--- src/rtl/sph_pkg.sv ---
package sph_pkg;

  // safety control word bits
  localparam int CTRL_ACTIVATE_BIT = 0;
  localparam int CTRL_TRIGGER_BIT  = 6;
  // safety status word bits
  localparam int STAT_ACT_ACK_BIT  = 2;
  localparam int STAT_ERROR_BIT    = 5;
  localparam int STAT_TRIG_ACK_BIT = 6;

  localparam logic [15:0] STATUS_RESET = 16'h0000;

  // scanning channel comparison
  localparam int          NATIVE_BITS       = 13;
  localparam logic [31:0] NATIVE_STEPS      = 32'h0000_2000;
  localparam logic [31:0] WINDOW_INCREMENTS = 32'h0000_03E8;

  // start-up parameter set defaults and ranges
  localparam logic [15:0] WATCHDOG_DEFAULT_MS = 16'h007D;
  localparam logic [15:0] WATCHDOG_MIN_MS     = 16'h000A;
  localparam logic [15:0] WATCHDOG_MAX_MS     = 16'h2710;
  localparam logic [15:0] SOURCE_ADDR_DEFAULT = 16'h0001;
  localparam logic [15:0] SOURCE_ADDR_MIN     = 16'h0001;
  localparam logic [15:0] SOURCE_ADDR_MAX     = 16'hFFFE;
  localparam logic [7:0]  DEST_ADDR_DEFAULT   = 8'h01;
  localparam logic [7:0]  DEST_ADDR_MIN       = 8'h01;
  localparam logic [7:0]  DEST_ADDR_MAX       = 8'hFF;
  localparam logic [7:0]  BLOCK_ID_USES_CRC   = 8'h01;
  localparam logic [15:0] PARAM_RECORD_INDEX  = 16'h0002;

  localparam int ALARM_CHANNELS = 4;

endpackage

--- src/rtl/sph_link_if.sv ---
`timescale 1ns/1ns
interface sph_link_if;
  logic [15:0] safety_control_word;
  logic [31:0] safety_preset_value;
  logic [15:0] safety_status_word;
  logic [31:0] safety_position_32;
  logic        param_write;
  logic [15:0] safety_watchdog_time;
  logic [15:0] source_address;
  logic [7:0]  dest_address;
  logic [7:0]  parameter_block_identifier;
  logic [31:0] individual_parameter_crc;
  logic        crc_supplied;
  logic        param_accepted;
  logic        param_rejected;
  logic        cyclic_exchange;

  modport device (
    input  safety_control_word, safety_preset_value, param_write, safety_watchdog_time,
           source_address, dest_address, parameter_block_identifier,
           individual_parameter_crc, crc_supplied,
    output safety_status_word, safety_position_32, param_accepted, param_rejected, cyclic_exchange
  );
  modport host (
    output safety_control_word, safety_preset_value, param_write, safety_watchdog_time,
           source_address, dest_address, parameter_block_identifier,
           individual_parameter_crc, crc_supplied,
    input  safety_status_word, safety_position_32, param_accepted, param_rejected, cyclic_exchange
  );
endinterface

--- src/rtl/sph_device.sv ---
// Notes on behaviour
// - scanning channel tolerance fixed at 1000 increments
// - deviation judged on native 13-bit resolution
// - host writes safety parameters at start-up
// - watchdog default 125 ms, range 10-10000
// - source address default 1, range 1-65534
// - destination address default 1, range 1-255
// - block identifier 1 demands parameter CRC
// - parameter CRC is full 32-bit unsigned
// - preset value becomes the output position
// - host presets only during cyclic exchange
// - host checks enable and clear acknowledges first
// - host loads preset value before triggering
// - control bit 0 acknowledged by status bit 2
// - trigger rising edge checks prerequisites first
// - success loads position, sets status bit 6
// - failure keeps position, sets status bit 5
// - trigger cleared, device clears status bit 6
// - activation cleared, device clears status bit 2
// - host verifies position equals preset
// - safety and standard alarms on separate channels
// - shared faults reported on both channels
// - channel diagnosis, up to four relationships
`timescale 1ns/1ns
module sph_device (
  // clock and reset
  input  wire logic        clock,
  input  wire logic        rst_b,
  // link to the safety host
  sph_link_if.device       link,
  // scanning channels, native resolution
  input  wire logic [31:0] master_position,
  input  wire logic [31:0] slave_position,
  // configuration
  input  wire logic        preset_enable,
  input  wire logic [31:0] measuring_range,
  input  wire logic [3:0]  relation_active,
  // diagnostics
  input  wire logic        fault_safety_only,
  input  wire logic        fault_shared,
  input  wire logic        fault_standard_only,
  output logic             deviation_fault,
  output logic [3:0]       safety_alarm,
  output logic             standard_alarm,
  output logic [31:0]      param_crc_in_use,
  output logic [15:0]      watchdog_ms
);

  function automatic logic [31:0] abs_diff(input logic [31:0] a, input logic [31:0] b);
    abs_diff = (a > b) ? a - b : b - a;
  endfunction

  logic        trig_q;
  logic        act_ack;
  logic        trig_ack;
  logic        preset_err;
  logic [31:0] offset;
  logic [31:0] next_position;
  logic        trig_rise;
  logic        prereq_ok;
  logic        params_ok;
  logic [31:0] raw_in_range;

  assign trig_rise = link.safety_control_word[sph_pkg::CTRL_TRIGGER_BIT] & ~trig_q;
  assign raw_in_range = master_position % measuring_range;
  // a trigger without an acknowledged activation counts as a failed prerequisite
  assign prereq_ok = act_ack & preset_enable & link.cyclic_exchange
                     & (link.safety_preset_value < measuring_range);

  // raw position plus preset offset, wrapped into the scaled range
  always_comb
  begin
    next_position = master_position + offset;
    if (next_position >= measuring_range)
    begin
      next_position = next_position - measuring_range;
    end
  end

  always_ff @(posedge clock)
  begin
    if (!rst_b)
    begin
      trig_q <= 1'b0;
    end
    else
    begin
      trig_q <= link.safety_control_word[sph_pkg::CTRL_TRIGGER_BIT];
    end
  end

  always_ff @(posedge clock)
  begin
    if (!rst_b)
    begin
      act_ack <= 1'b0;
    end
    else
    begin
      act_ack <= link.safety_control_word[sph_pkg::CTRL_ACTIVATE_BIT];
    end
  end

  always_ff @(posedge clock)
  begin
    if (!rst_b)
    begin
      trig_ack   <= 1'b0;
      preset_err <= 1'b0;
      offset     <= 32'h0000_0000;
    end
    else if (trig_rise)
    begin
      if (prereq_ok)
      begin
        // offset chosen so the current raw value now reads as the preset
        offset     <= (link.safety_preset_value >= raw_in_range)
                      ? link.safety_preset_value - raw_in_range
                      : link.safety_preset_value + measuring_range - raw_in_range;
        trig_ack   <= 1'b1;
        preset_err <= 1'b0;
      end
      else
      begin
        preset_err <= 1'b1;
      end
    end
    else if (!link.safety_control_word[sph_pkg::CTRL_TRIGGER_BIT])
    begin
      trig_ack <= 1'b0;
      if (!link.safety_control_word[sph_pkg::CTRL_ACTIVATE_BIT])
      begin
        preset_err <= 1'b0;
      end
    end
  end

  always_ff @(posedge clock)
  begin
    if (!rst_b)
    begin
      link.safety_status_word <= sph_pkg::STATUS_RESET;
      link.safety_position_32 <= 32'h0000_0000;
    end
    else
    begin
      link.safety_status_word <= sph_pkg::STATUS_RESET;
      link.safety_status_word[sph_pkg::STAT_ACT_ACK_BIT]  <= act_ack;
      link.safety_status_word[sph_pkg::STAT_TRIG_ACK_BIT] <= trig_ack;
      link.safety_status_word[sph_pkg::STAT_ERROR_BIT]    <= preset_err;
      link.safety_position_32 <= next_position;
    end
  end

  // channel values arrive in native units, so scaling never enters this comparison
  always_ff @(posedge clock)
  begin
    if (!rst_b)
    begin
      deviation_fault <= 1'b0;
    end
    else
    begin
      deviation_fault <= abs_diff(master_position, slave_position)
                         > sph_pkg::WINDOW_INCREMENTS;
    end
  end

  assign params_ok = (link.safety_watchdog_time >= sph_pkg::WATCHDOG_MIN_MS)
                   & (link.safety_watchdog_time <= sph_pkg::WATCHDOG_MAX_MS)
                   & (link.source_address >= sph_pkg::SOURCE_ADDR_MIN)
                   & (link.source_address <= sph_pkg::SOURCE_ADDR_MAX)
                   & (link.dest_address >= sph_pkg::DEST_ADDR_MIN)
                   & ((link.parameter_block_identifier != sph_pkg::BLOCK_ID_USES_CRC)
                      | link.crc_supplied);

  always_ff @(posedge clock)
  begin
    if (!rst_b)
    begin
      watchdog_ms          <= sph_pkg::WATCHDOG_DEFAULT_MS;
      param_crc_in_use     <= 32'h0000_0000;
      link.param_accepted  <= 1'b0;
      link.param_rejected  <= 1'b0;
      link.cyclic_exchange <= 1'b0;
    end
    else
    begin
      link.param_accepted <= 1'b0;
      link.param_rejected <= 1'b0;
      if (link.param_write)
      begin
        if (params_ok)
        begin
          watchdog_ms          <= link.safety_watchdog_time;
          param_crc_in_use     <= (link.parameter_block_identifier == sph_pkg::BLOCK_ID_USES_CRC)
                                  ? link.individual_parameter_crc : 32'h0000_0000;
          link.param_accepted  <= 1'b1;
          link.cyclic_exchange <= 1'b1;
        end
        else
        begin
          link.param_rejected  <= 1'b1;
          link.cyclic_exchange <= 1'b0;
        end
      end
    end
  end

  // each relationship gets its own safety channel; shared faults also hit the standard one
  always_ff @(posedge clock)
  begin
    if (!rst_b)
    begin
      safety_alarm   <= 4'h0;
      standard_alarm <= 1'b0;
    end
    else
    begin
      safety_alarm   <= relation_active
                        & {sph_pkg::ALARM_CHANNELS{fault_safety_only | fault_shared | deviation_fault}};
      standard_alarm <= fault_standard_only | fault_shared;
    end
  end

endmodule

--- src/flat_wrapper.sv ---
// flat-port wrapper written by rule: the top's interface ports become plain ports
module sph_device_flat 
  (clock, rst_b, master_position, slave_position, preset_enable, measuring_range, relation_active, fault_safety_only, fault_shared, fault_standard_only, deviation_fault, safety_alarm, standard_alarm, param_crc_in_use, watchdog_ms, link_safety_control_word, link_safety_preset_value, link_param_write, link_safety_watchdog_time, link_source_address, link_dest_address, link_parameter_block_identifier, link_individual_parameter_crc, link_crc_supplied, link_safety_status_word, link_safety_position_32, link_param_accepted, link_param_rejected, link_cyclic_exchange);
  sph_link_if link_i ();
  input  wire logic clock;
  input  wire logic rst_b;
  input  wire logic [31:0] master_position;
  input  wire logic [31:0] slave_position;
  input  wire logic preset_enable;
  input  wire logic [31:0] measuring_range;
  input  wire logic [3:0] relation_active;
  input  wire logic fault_safety_only;
  input  wire logic fault_shared;
  input  wire logic fault_standard_only;
  output logic deviation_fault;
  output logic [3:0] safety_alarm;
  output logic standard_alarm;
  output logic [31:0] param_crc_in_use;
  output logic [15:0] watchdog_ms;
  input wire logic [$bits(link_i.safety_control_word)-1:0] link_safety_control_word;
  input wire logic [$bits(link_i.safety_preset_value)-1:0] link_safety_preset_value;
  input wire logic [$bits(link_i.param_write)-1:0] link_param_write;
  input wire logic [$bits(link_i.safety_watchdog_time)-1:0] link_safety_watchdog_time;
  input wire logic [$bits(link_i.source_address)-1:0] link_source_address;
  input wire logic [$bits(link_i.dest_address)-1:0] link_dest_address;
  input wire logic [$bits(link_i.parameter_block_identifier)-1:0] link_parameter_block_identifier;
  input wire logic [$bits(link_i.individual_parameter_crc)-1:0] link_individual_parameter_crc;
  input wire logic [$bits(link_i.crc_supplied)-1:0] link_crc_supplied;
  output wire logic [$bits(link_i.safety_status_word)-1:0] link_safety_status_word;
  output wire logic [$bits(link_i.safety_position_32)-1:0] link_safety_position_32;
  output wire logic [$bits(link_i.param_accepted)-1:0] link_param_accepted;
  output wire logic [$bits(link_i.param_rejected)-1:0] link_param_rejected;
  output wire logic [$bits(link_i.cyclic_exchange)-1:0] link_cyclic_exchange;
  assign link_i.safety_control_word = link_safety_control_word;
  assign link_i.safety_preset_value = link_safety_preset_value;
  assign link_i.param_write = link_param_write;
  assign link_i.safety_watchdog_time = link_safety_watchdog_time;
  assign link_i.source_address = link_source_address;
  assign link_i.dest_address = link_dest_address;
  assign link_i.parameter_block_identifier = link_parameter_block_identifier;
  assign link_i.individual_parameter_crc = link_individual_parameter_crc;
  assign link_i.crc_supplied = link_crc_supplied;
  assign link_safety_status_word = link_i.safety_status_word;
  assign link_safety_position_32 = link_i.safety_position_32;
  assign link_param_accepted = link_i.param_accepted;
  assign link_param_rejected = link_i.param_rejected;
  assign link_cyclic_exchange = link_i.cyclic_exchange;
  sph_device u_core (.clock(clock), .rst_b(rst_b), .link(link_i), .master_position(master_position), .slave_position(slave_position), .preset_enable(preset_enable), .measuring_range(measuring_range), .relation_active(relation_active), .fault_safety_only(fault_safety_only), .fault_shared(fault_shared), .fault_standard_only(fault_standard_only), .deviation_fault(deviation_fault), .safety_alarm(safety_alarm), .standard_alarm(standard_alarm), .param_crc_in_use(param_crc_in_use), .watchdog_ms(watchdog_ms));
endmodule
--- config.mk ---
export PLATFORM = sky130hd
export DESIGN_NAME = sph_device_flat
export DESIGN_NICKNAME = d
export VERILOG_FILES = /design/src/rtl/sph_pkg.sv /design/src/rtl/sph_link_if.sv /design/src/rtl/sph_device.sv /design/src/flat_wrapper.sv
export SDC_FILE = /design/constraint.sdc
export NUM_CORES = 2
export LEC_CHECK = 0
export BUFFER_PORTS_ARGS = -buffer_cell sky130_fd_sc_hd__buf_4
export CORE_AREA = 4 4 431 433
export CTS_CLUSTER_DIAMETER = 150
export CTS_CLUSTER_SIZE = 12
export DETAILED_ROUTE_END_ITERATION = 8
export DIE_AREA = 0 0 435 437
export GPL_TIMING_DRIVEN = 0
export PLACE_DENSITY = 0.4
export SYNTH_ARGS = -nofsm -noshare
export SYNTH_HDL_FRONTEND = slang
export SYNTH_SLANG_ARGS = --single-unit
export TNS_END_PERCENT = 50
--- constraint.sdc ---
create_clock -name clock -period 189 [get_ports clock]
set_input_delay 9.45 -clock clock [delete_from_list [all_inputs] [get_ports clock]]
set_output_delay 9.45 -clock clock [all_outputs]
set_load 0.02 [all_outputs]
# Word-level counts from Yosys, hierarchy flattened
# Index checks and enable logic that the tools add are counted.
# word_totals
elab_cells	72
inputBits	236
register_bits	141
out_inout_bits	105
# classes
bitwise	15
reduce_logical	5
n_mux	13
eq_ne	5
n_div	1
n_lt_le_gt_ge	10
addsub	7
# ops
op	count
$sub 32x32->32	5
$mux 32	4
$add 32x32->32	2
$ge 32x32->1	2
$gt 32x10->1 const B	1
$gt 32x32->1	1
$lt 32x32->1	1
$mod 32x32->32	1
$ge 16x1->1 const B	1
$ge 16x4->1 const B	1
$le 16x14->1 const B	1
$le 16x16->1 const B	1
$reduce_and 2->1	5
$and 1x1->1	9
$mux 1	9
$eq 8x1->1 const B	1
$ge 8x1->1 const B	1
$ne 8x1->1 const B	1
$and 4x4->4	1
$ne 2x1->1 const B	2
$or 1x1->1	4
$ne 2x2->1 const B	1
$not 1->1	1

# Logic depth before layout (Yosys ltp)
# logic_depth
depth_word	7
ltp_mapped	373
ltp_nobuf	337

# Worst setup path before layout
# No wires, ideal clock.
# synth_path
path_type	in2reg
from	input measuring_range[18]
to	register u_core.offset[31]
path_buffers	45
required_ns	188.867
t_arrival_ns	84.897
slack_ns	103.970
setup_time_ns	0.133
cell_stages	339
cell_sequence	or4_4 > nor4_4 > and3_1 > a31oi_1 > ha_1 > o21ai_0 > nand2b_1 > nand2_1 > o31ai_1 > ha_1 > o211ai_1 > nand3b_1 > nand3_1 > mux2_2 > ha_1 > a21o_1 > o21ai_0 > a21oi_1 > [... 303 more ...] > inv_1 > fa_1 > ha_1 > a211oi_1 > o21ai_0 > a221oi_1 > a211oi_1 > nor4_1 > o31ai_1 > nor2_1 > nor2_1 > a211o_1 > a311oi_1 > a21oi_1 > xnor2_1 > mux2i_1 > xnor2_1 > a21oi_1
# synth_via
elab_chain_len	3
word_cells_on_any_way	9
cone_classes	add/sub (3); div (1); order compare (2); mux (1); bitwise (1); reduce/logical (1)
# synth_lines
item	line	source
from (decl)	flat_wrapper.sv:10	input wire logic [31:0] measuring_range;
$mod 32x32->32 (tied with other cells)	sph_device.sv:65	assign raw_in_range = master_position % measuring_range;
$sub 32x32->32 (tied with other cells)	sph_device.sv:119	: link.safety_preset_value + measuring_range - raw_in_range;
$mux 32 or $reduce_and 2->1 (tied branches)	--	
to (signal assigned)	sph_device.sv:117	offset <= (link.safety_preset_value >= raw_in_range)
to (decl)	sph_device.sv:57	logic [31:0] offset;
# Parallel ways exist; a longest one is shown, timed or not.
# A chain may end at the register's enable or synchronous reset.

# Worst setup path after layout
# layout_path
from	input measuring_range[27]
to	register u_core.offset[16]
# layout_via
elab_chain_len	3
word_cells_on_any_way	8
cone_classes	add/sub (2); div (1); order compare (2); mux (1); bitwise (1); reduce/logical (1)
# layout_lines
item	line
$mod 32x32->32 or $lt 32x32->1 (tied branches)	sph_device.sv:65, sph_device.sv:68
$sub 32x32->32 (tied with other cells)	sph_device.sv:119
$mux 32 or $reduce_and 2->1 (tied branches)	--
# Parallel ways exist; a longest one is shown, timed or not.

==> summary.txt <==
Run status
  • Status: finished with violations
  • Failing checks: capacitance limit, slew limit

Routing
  • 1st-iter DRT viols: 3,778
  • Number of iterations in the first detailed-routing pass: 6
  • Via/cell ratio: 5.527
  • Drt wl/cell: 25.10 um
  • # DRC: 0
  • Antenna Nets Post-Route: 0
  • DRT Wirelength: 229.7 mm
  • Vias post-DR: 50,590

STA
  • Unrepaired setup endpoints after global routing: false
  • Slack of the critical path: 69.31 ns
  • Relative slew margins: -4.085%
  • Period utilization: 63.33%
  • Worst-Margin Slew: 1.545 ns
  • Tmin final: 119.69 ns
  • Worst Skew: 0.009797 ns
  • TNS Setup: 0 ns
  • Pins over their slew limit: 5
  • Final hold vios: 0
  • Fmax: 0.008355 GHz
  • Final setup violation count: 0

Final layout
  • Nets: 7,776
  • Layout cell share with drive strength beyond 1: 9.237%
  • Sequential Area: 2562 um^2
  • Final instance area: 51,700 um^2
  • Post-route insts no fill: 9,153
  • Area of the multi-input gates: 40,740 um^2
  • Area growth syn-to-layout: 14.27%
  • Fillcell total: 20,120

Worst setup path
  • R2r endpoint: u_core.link.safety_position_32[11]
  • CP endpoint kind: flop
  • CP most frequent cell: clkbuf_1
  • Kind of critical path: in -> reg
  • Worst R2R Start: u_core.offset[0]
  • Reg2reg setup slack: 181.78 ns
  • Crit path buf inv count: 54
  • Critical Path RT: 189.35 ns
  • Critical path's top delay family: compound AO/OA/AOI/OAI gates
  • Worst EP arrival: 120.04 ns
  • Reg2Reg Depth: 23
  • Worst Setup Start Kind: input port
  • Max FO, Critical Path: 10
  • Max stage delay on crit path: 1.23 ns
  • CP max-delay cell: o21ai_0

Logic synthesis
  • Leading area contributor after synthesis: ha_1
  • Syn. warnings: 0
  • Avg Synthesized Cell Area: 7.080 um^2
  • Sequential share of the synthesized area: 5.663%
  • Yosys top cell area share: 20.74%
  • Async set-reset flop share out of synthesis: 0%
  • Seq cells post-synth: 128
  • Most common cell in the synthesized netlist: ha_1
  • Most frequent cells after synthesis: 750 x ha_1, 592 x nor2_1, 575 x a21oi_1, 575 x nand2_1, 382 x o21ai_0
  • Post-Syn Area: 45,250 um^2
  • Main flop type after synthesis: dfxtp_1
  • Synth cell types: 93
  • Top post-synthesis cells by area: ha_1 21%, a21oi_1 6.4%, dfxtp_1 5.7%
  • Post-synthesis cell count: 6,391
  • EDFF count, synth: 0

Clock network
  • Post-CTS setup buffer count: 0
  • Clock Tree Root: clkbuf_16
  • CTS tree: yes
  • Clock slew at reported path FFs: 0.06 ns
  • CTS Buffer Depth: 2
  • Total CTS buffers: 17
  • Clk sinks: 128
  • Clock latency on the worst-skew pair: 0.43 ns
  • Hold-fix buffers, CTS: 0
  • Cts repair resizes: 0
  • H-Tree Depth: 4

Min path
  • Hold Crit Start: u_core.trig_ack
  • Hold Crit Class: reg -> reg
  • Hold Path Sink: u_core.link.safety_status_word[6]
  • Hold path cells: 1

Global routing
  • Gr ovfl total: 0
  • First-pass GRT wire length: 330.8 mm
  • Largest net degree at the start of global routing: 30
  • Gr usage total: 22.89%
  • Initial antenna violation count: 9
  • Vias in the first global route: 48,650

Place
  • Count of port buffers added during placement: 311
  • Final GP Congestion: 0.9220
  • DPL Wire Length: 194.7 mm
  • Cell Area, Placed: 51,050 um^2
  • Cells after DPL: 9,119
  • DP Worst Slack: 69.79 ns

Floorplan
  • Chip width: 435 um
  • Die H: 437 um
  • Core Area: 182,100 um^2
  • Die ar.: 190,100 um^2
  • Row count: 157
  • Initial Utilization: 24.85%
  • I/O pin count: 341

Power
  • Total power: 0.3887 mW
  • Leakage: 23.34 nW
  • Maximum vdd drop: 0.005707 mV
  • Pwr per Cell Area: 7.519 nW/um^2

Job
  • Max-Cap Viols: 1
==> layout make-up <==
type | count | area share, %
clock buffer | 18 | 0.8301
buffer | 213 | 1.675
clock inverter | 14 | 0.4163
timing repair buffer | 331 | 5.336
antenna | 2 | 0.009680
inverter | 303 | 2.200
sequential | 128 | 4.956
tap | 2385 | 5.772
multi-input combinational | 5759 | 78.80
==> flip-flops by register name, summed over array words and instances (netlist names) <==
register and cells:
u_core.preset_err 1, u_core.deviation_fault 1, u_core.param_crc_in_use 32, u_core.watchdog_ms 16, u_core.link.safety_position_32 32, u_core.link.cyclic_exchange 1
u_core.safety_alarm 4, u_core.trig_q 1, u_core.link.safety_status_word 3, u_core.offset 32, u_core.link.param_rejected 1, u_core.standard_alarm 1
u_core.trig_ack 1, u_core.link.param_accepted 1, u_core.act_ack 1
==> power breakdown <==
group | internal [mW] | switching, mW
Sequential | 0.0281 | 0.000364
Clock | 0.0234 | 0.0128
Combinational | 0.128 | 0.196
Total | 0.179 | 0.210
==> cell families after synthesis <==
family / after synthesis / synth area share [%]
multiplexers: 200 / 4.671
AO/OA/AOI/OAI: 2125 / 30.90
other: 1 / 0.008288
XOR/XNOR: 451 / 8.730
flip-flops: 128 / 5.663
buffers and inverters: 516 / 4.427
adder cells (fa/ha/maj): 787 / 22.38
AND/OR/NAND/NOR: 2183 / 23.23
==> placed cells by master, fill, tap and decap left out, types with 55 or more instances in the layout <==
cell,synthesis,routed
a211oi_1,73,73
a21o_1,223,223
a21oi_1,575,575
a31oi_1,94,93
and2_1,68,68
and3_1,58,58
buf_4,16,328
clkbuf_1,176,177
dfxtp_1,128,128
ha_1,750,750
inv_1,303,281
mux2_2,81,81
mux2i_1,117,117
nand2_1,575,575
nand2b_1,92,92
nand3_1,151,151
nand4_1,77,77
nor2_1,592,592
nor2b_1,82,82
nor3_1,207,206
o211ai_1,93,93
o21a_1,159,159
o21ai_0,382,382
o21bai_1,73,73
o31ai_1,55,55
or2_2,61,61
or3_1,86,86
xnor2_1,290,290
xor2_1,161,161
==> worst max-delay path by stage <==
stage | cells past startpoint | to | slack (ns) | from
floorplan | 339 | u_core.offset[31] | 103.97 | measuring_range[18]
global placement | 337 | u_core.offset[31] | 68.65 | measuring_range[8]
detailed placement | 337 | u_core.offset[31] | 69.79 | measuring_range[27]
CTS | 337 | u_core.offset[31] | 69.91 | measuring_range[27]
global route | 341 | u_core.offset[16] | 63.57 | measuring_range[27]
finish | 336 | u_core.offset[16] | 69.31 | measuring_range[27]
==> routing by layer <==
layer / vias to the layer above / share of wire (%) / GRT usage [%] / routed length [um]
met2: 1423 / 45 / 38.43 / 104300
met5: - / 0 / 0 / 0
li1: 24480 / - / - / -
met3: 216 / 4.2 / 1.326 / 9676
met1: 24470 / 47 / 31.59 / 108000
met4: 0 / 3.4 / 6.514 / 7729
==> metrics by stage <==
step | hold slack (ns) | utilization [%]
floorplan | 0.4220 | -
global placement | 0.4406 | 27.79
detailed placement | 0.4450 | 28.04
CTS | 0.4555 | 28.39
global route | 0.4811 | 28.39
finish | 0.4608 | 28.39
Power figures use the tool's default switching activity.
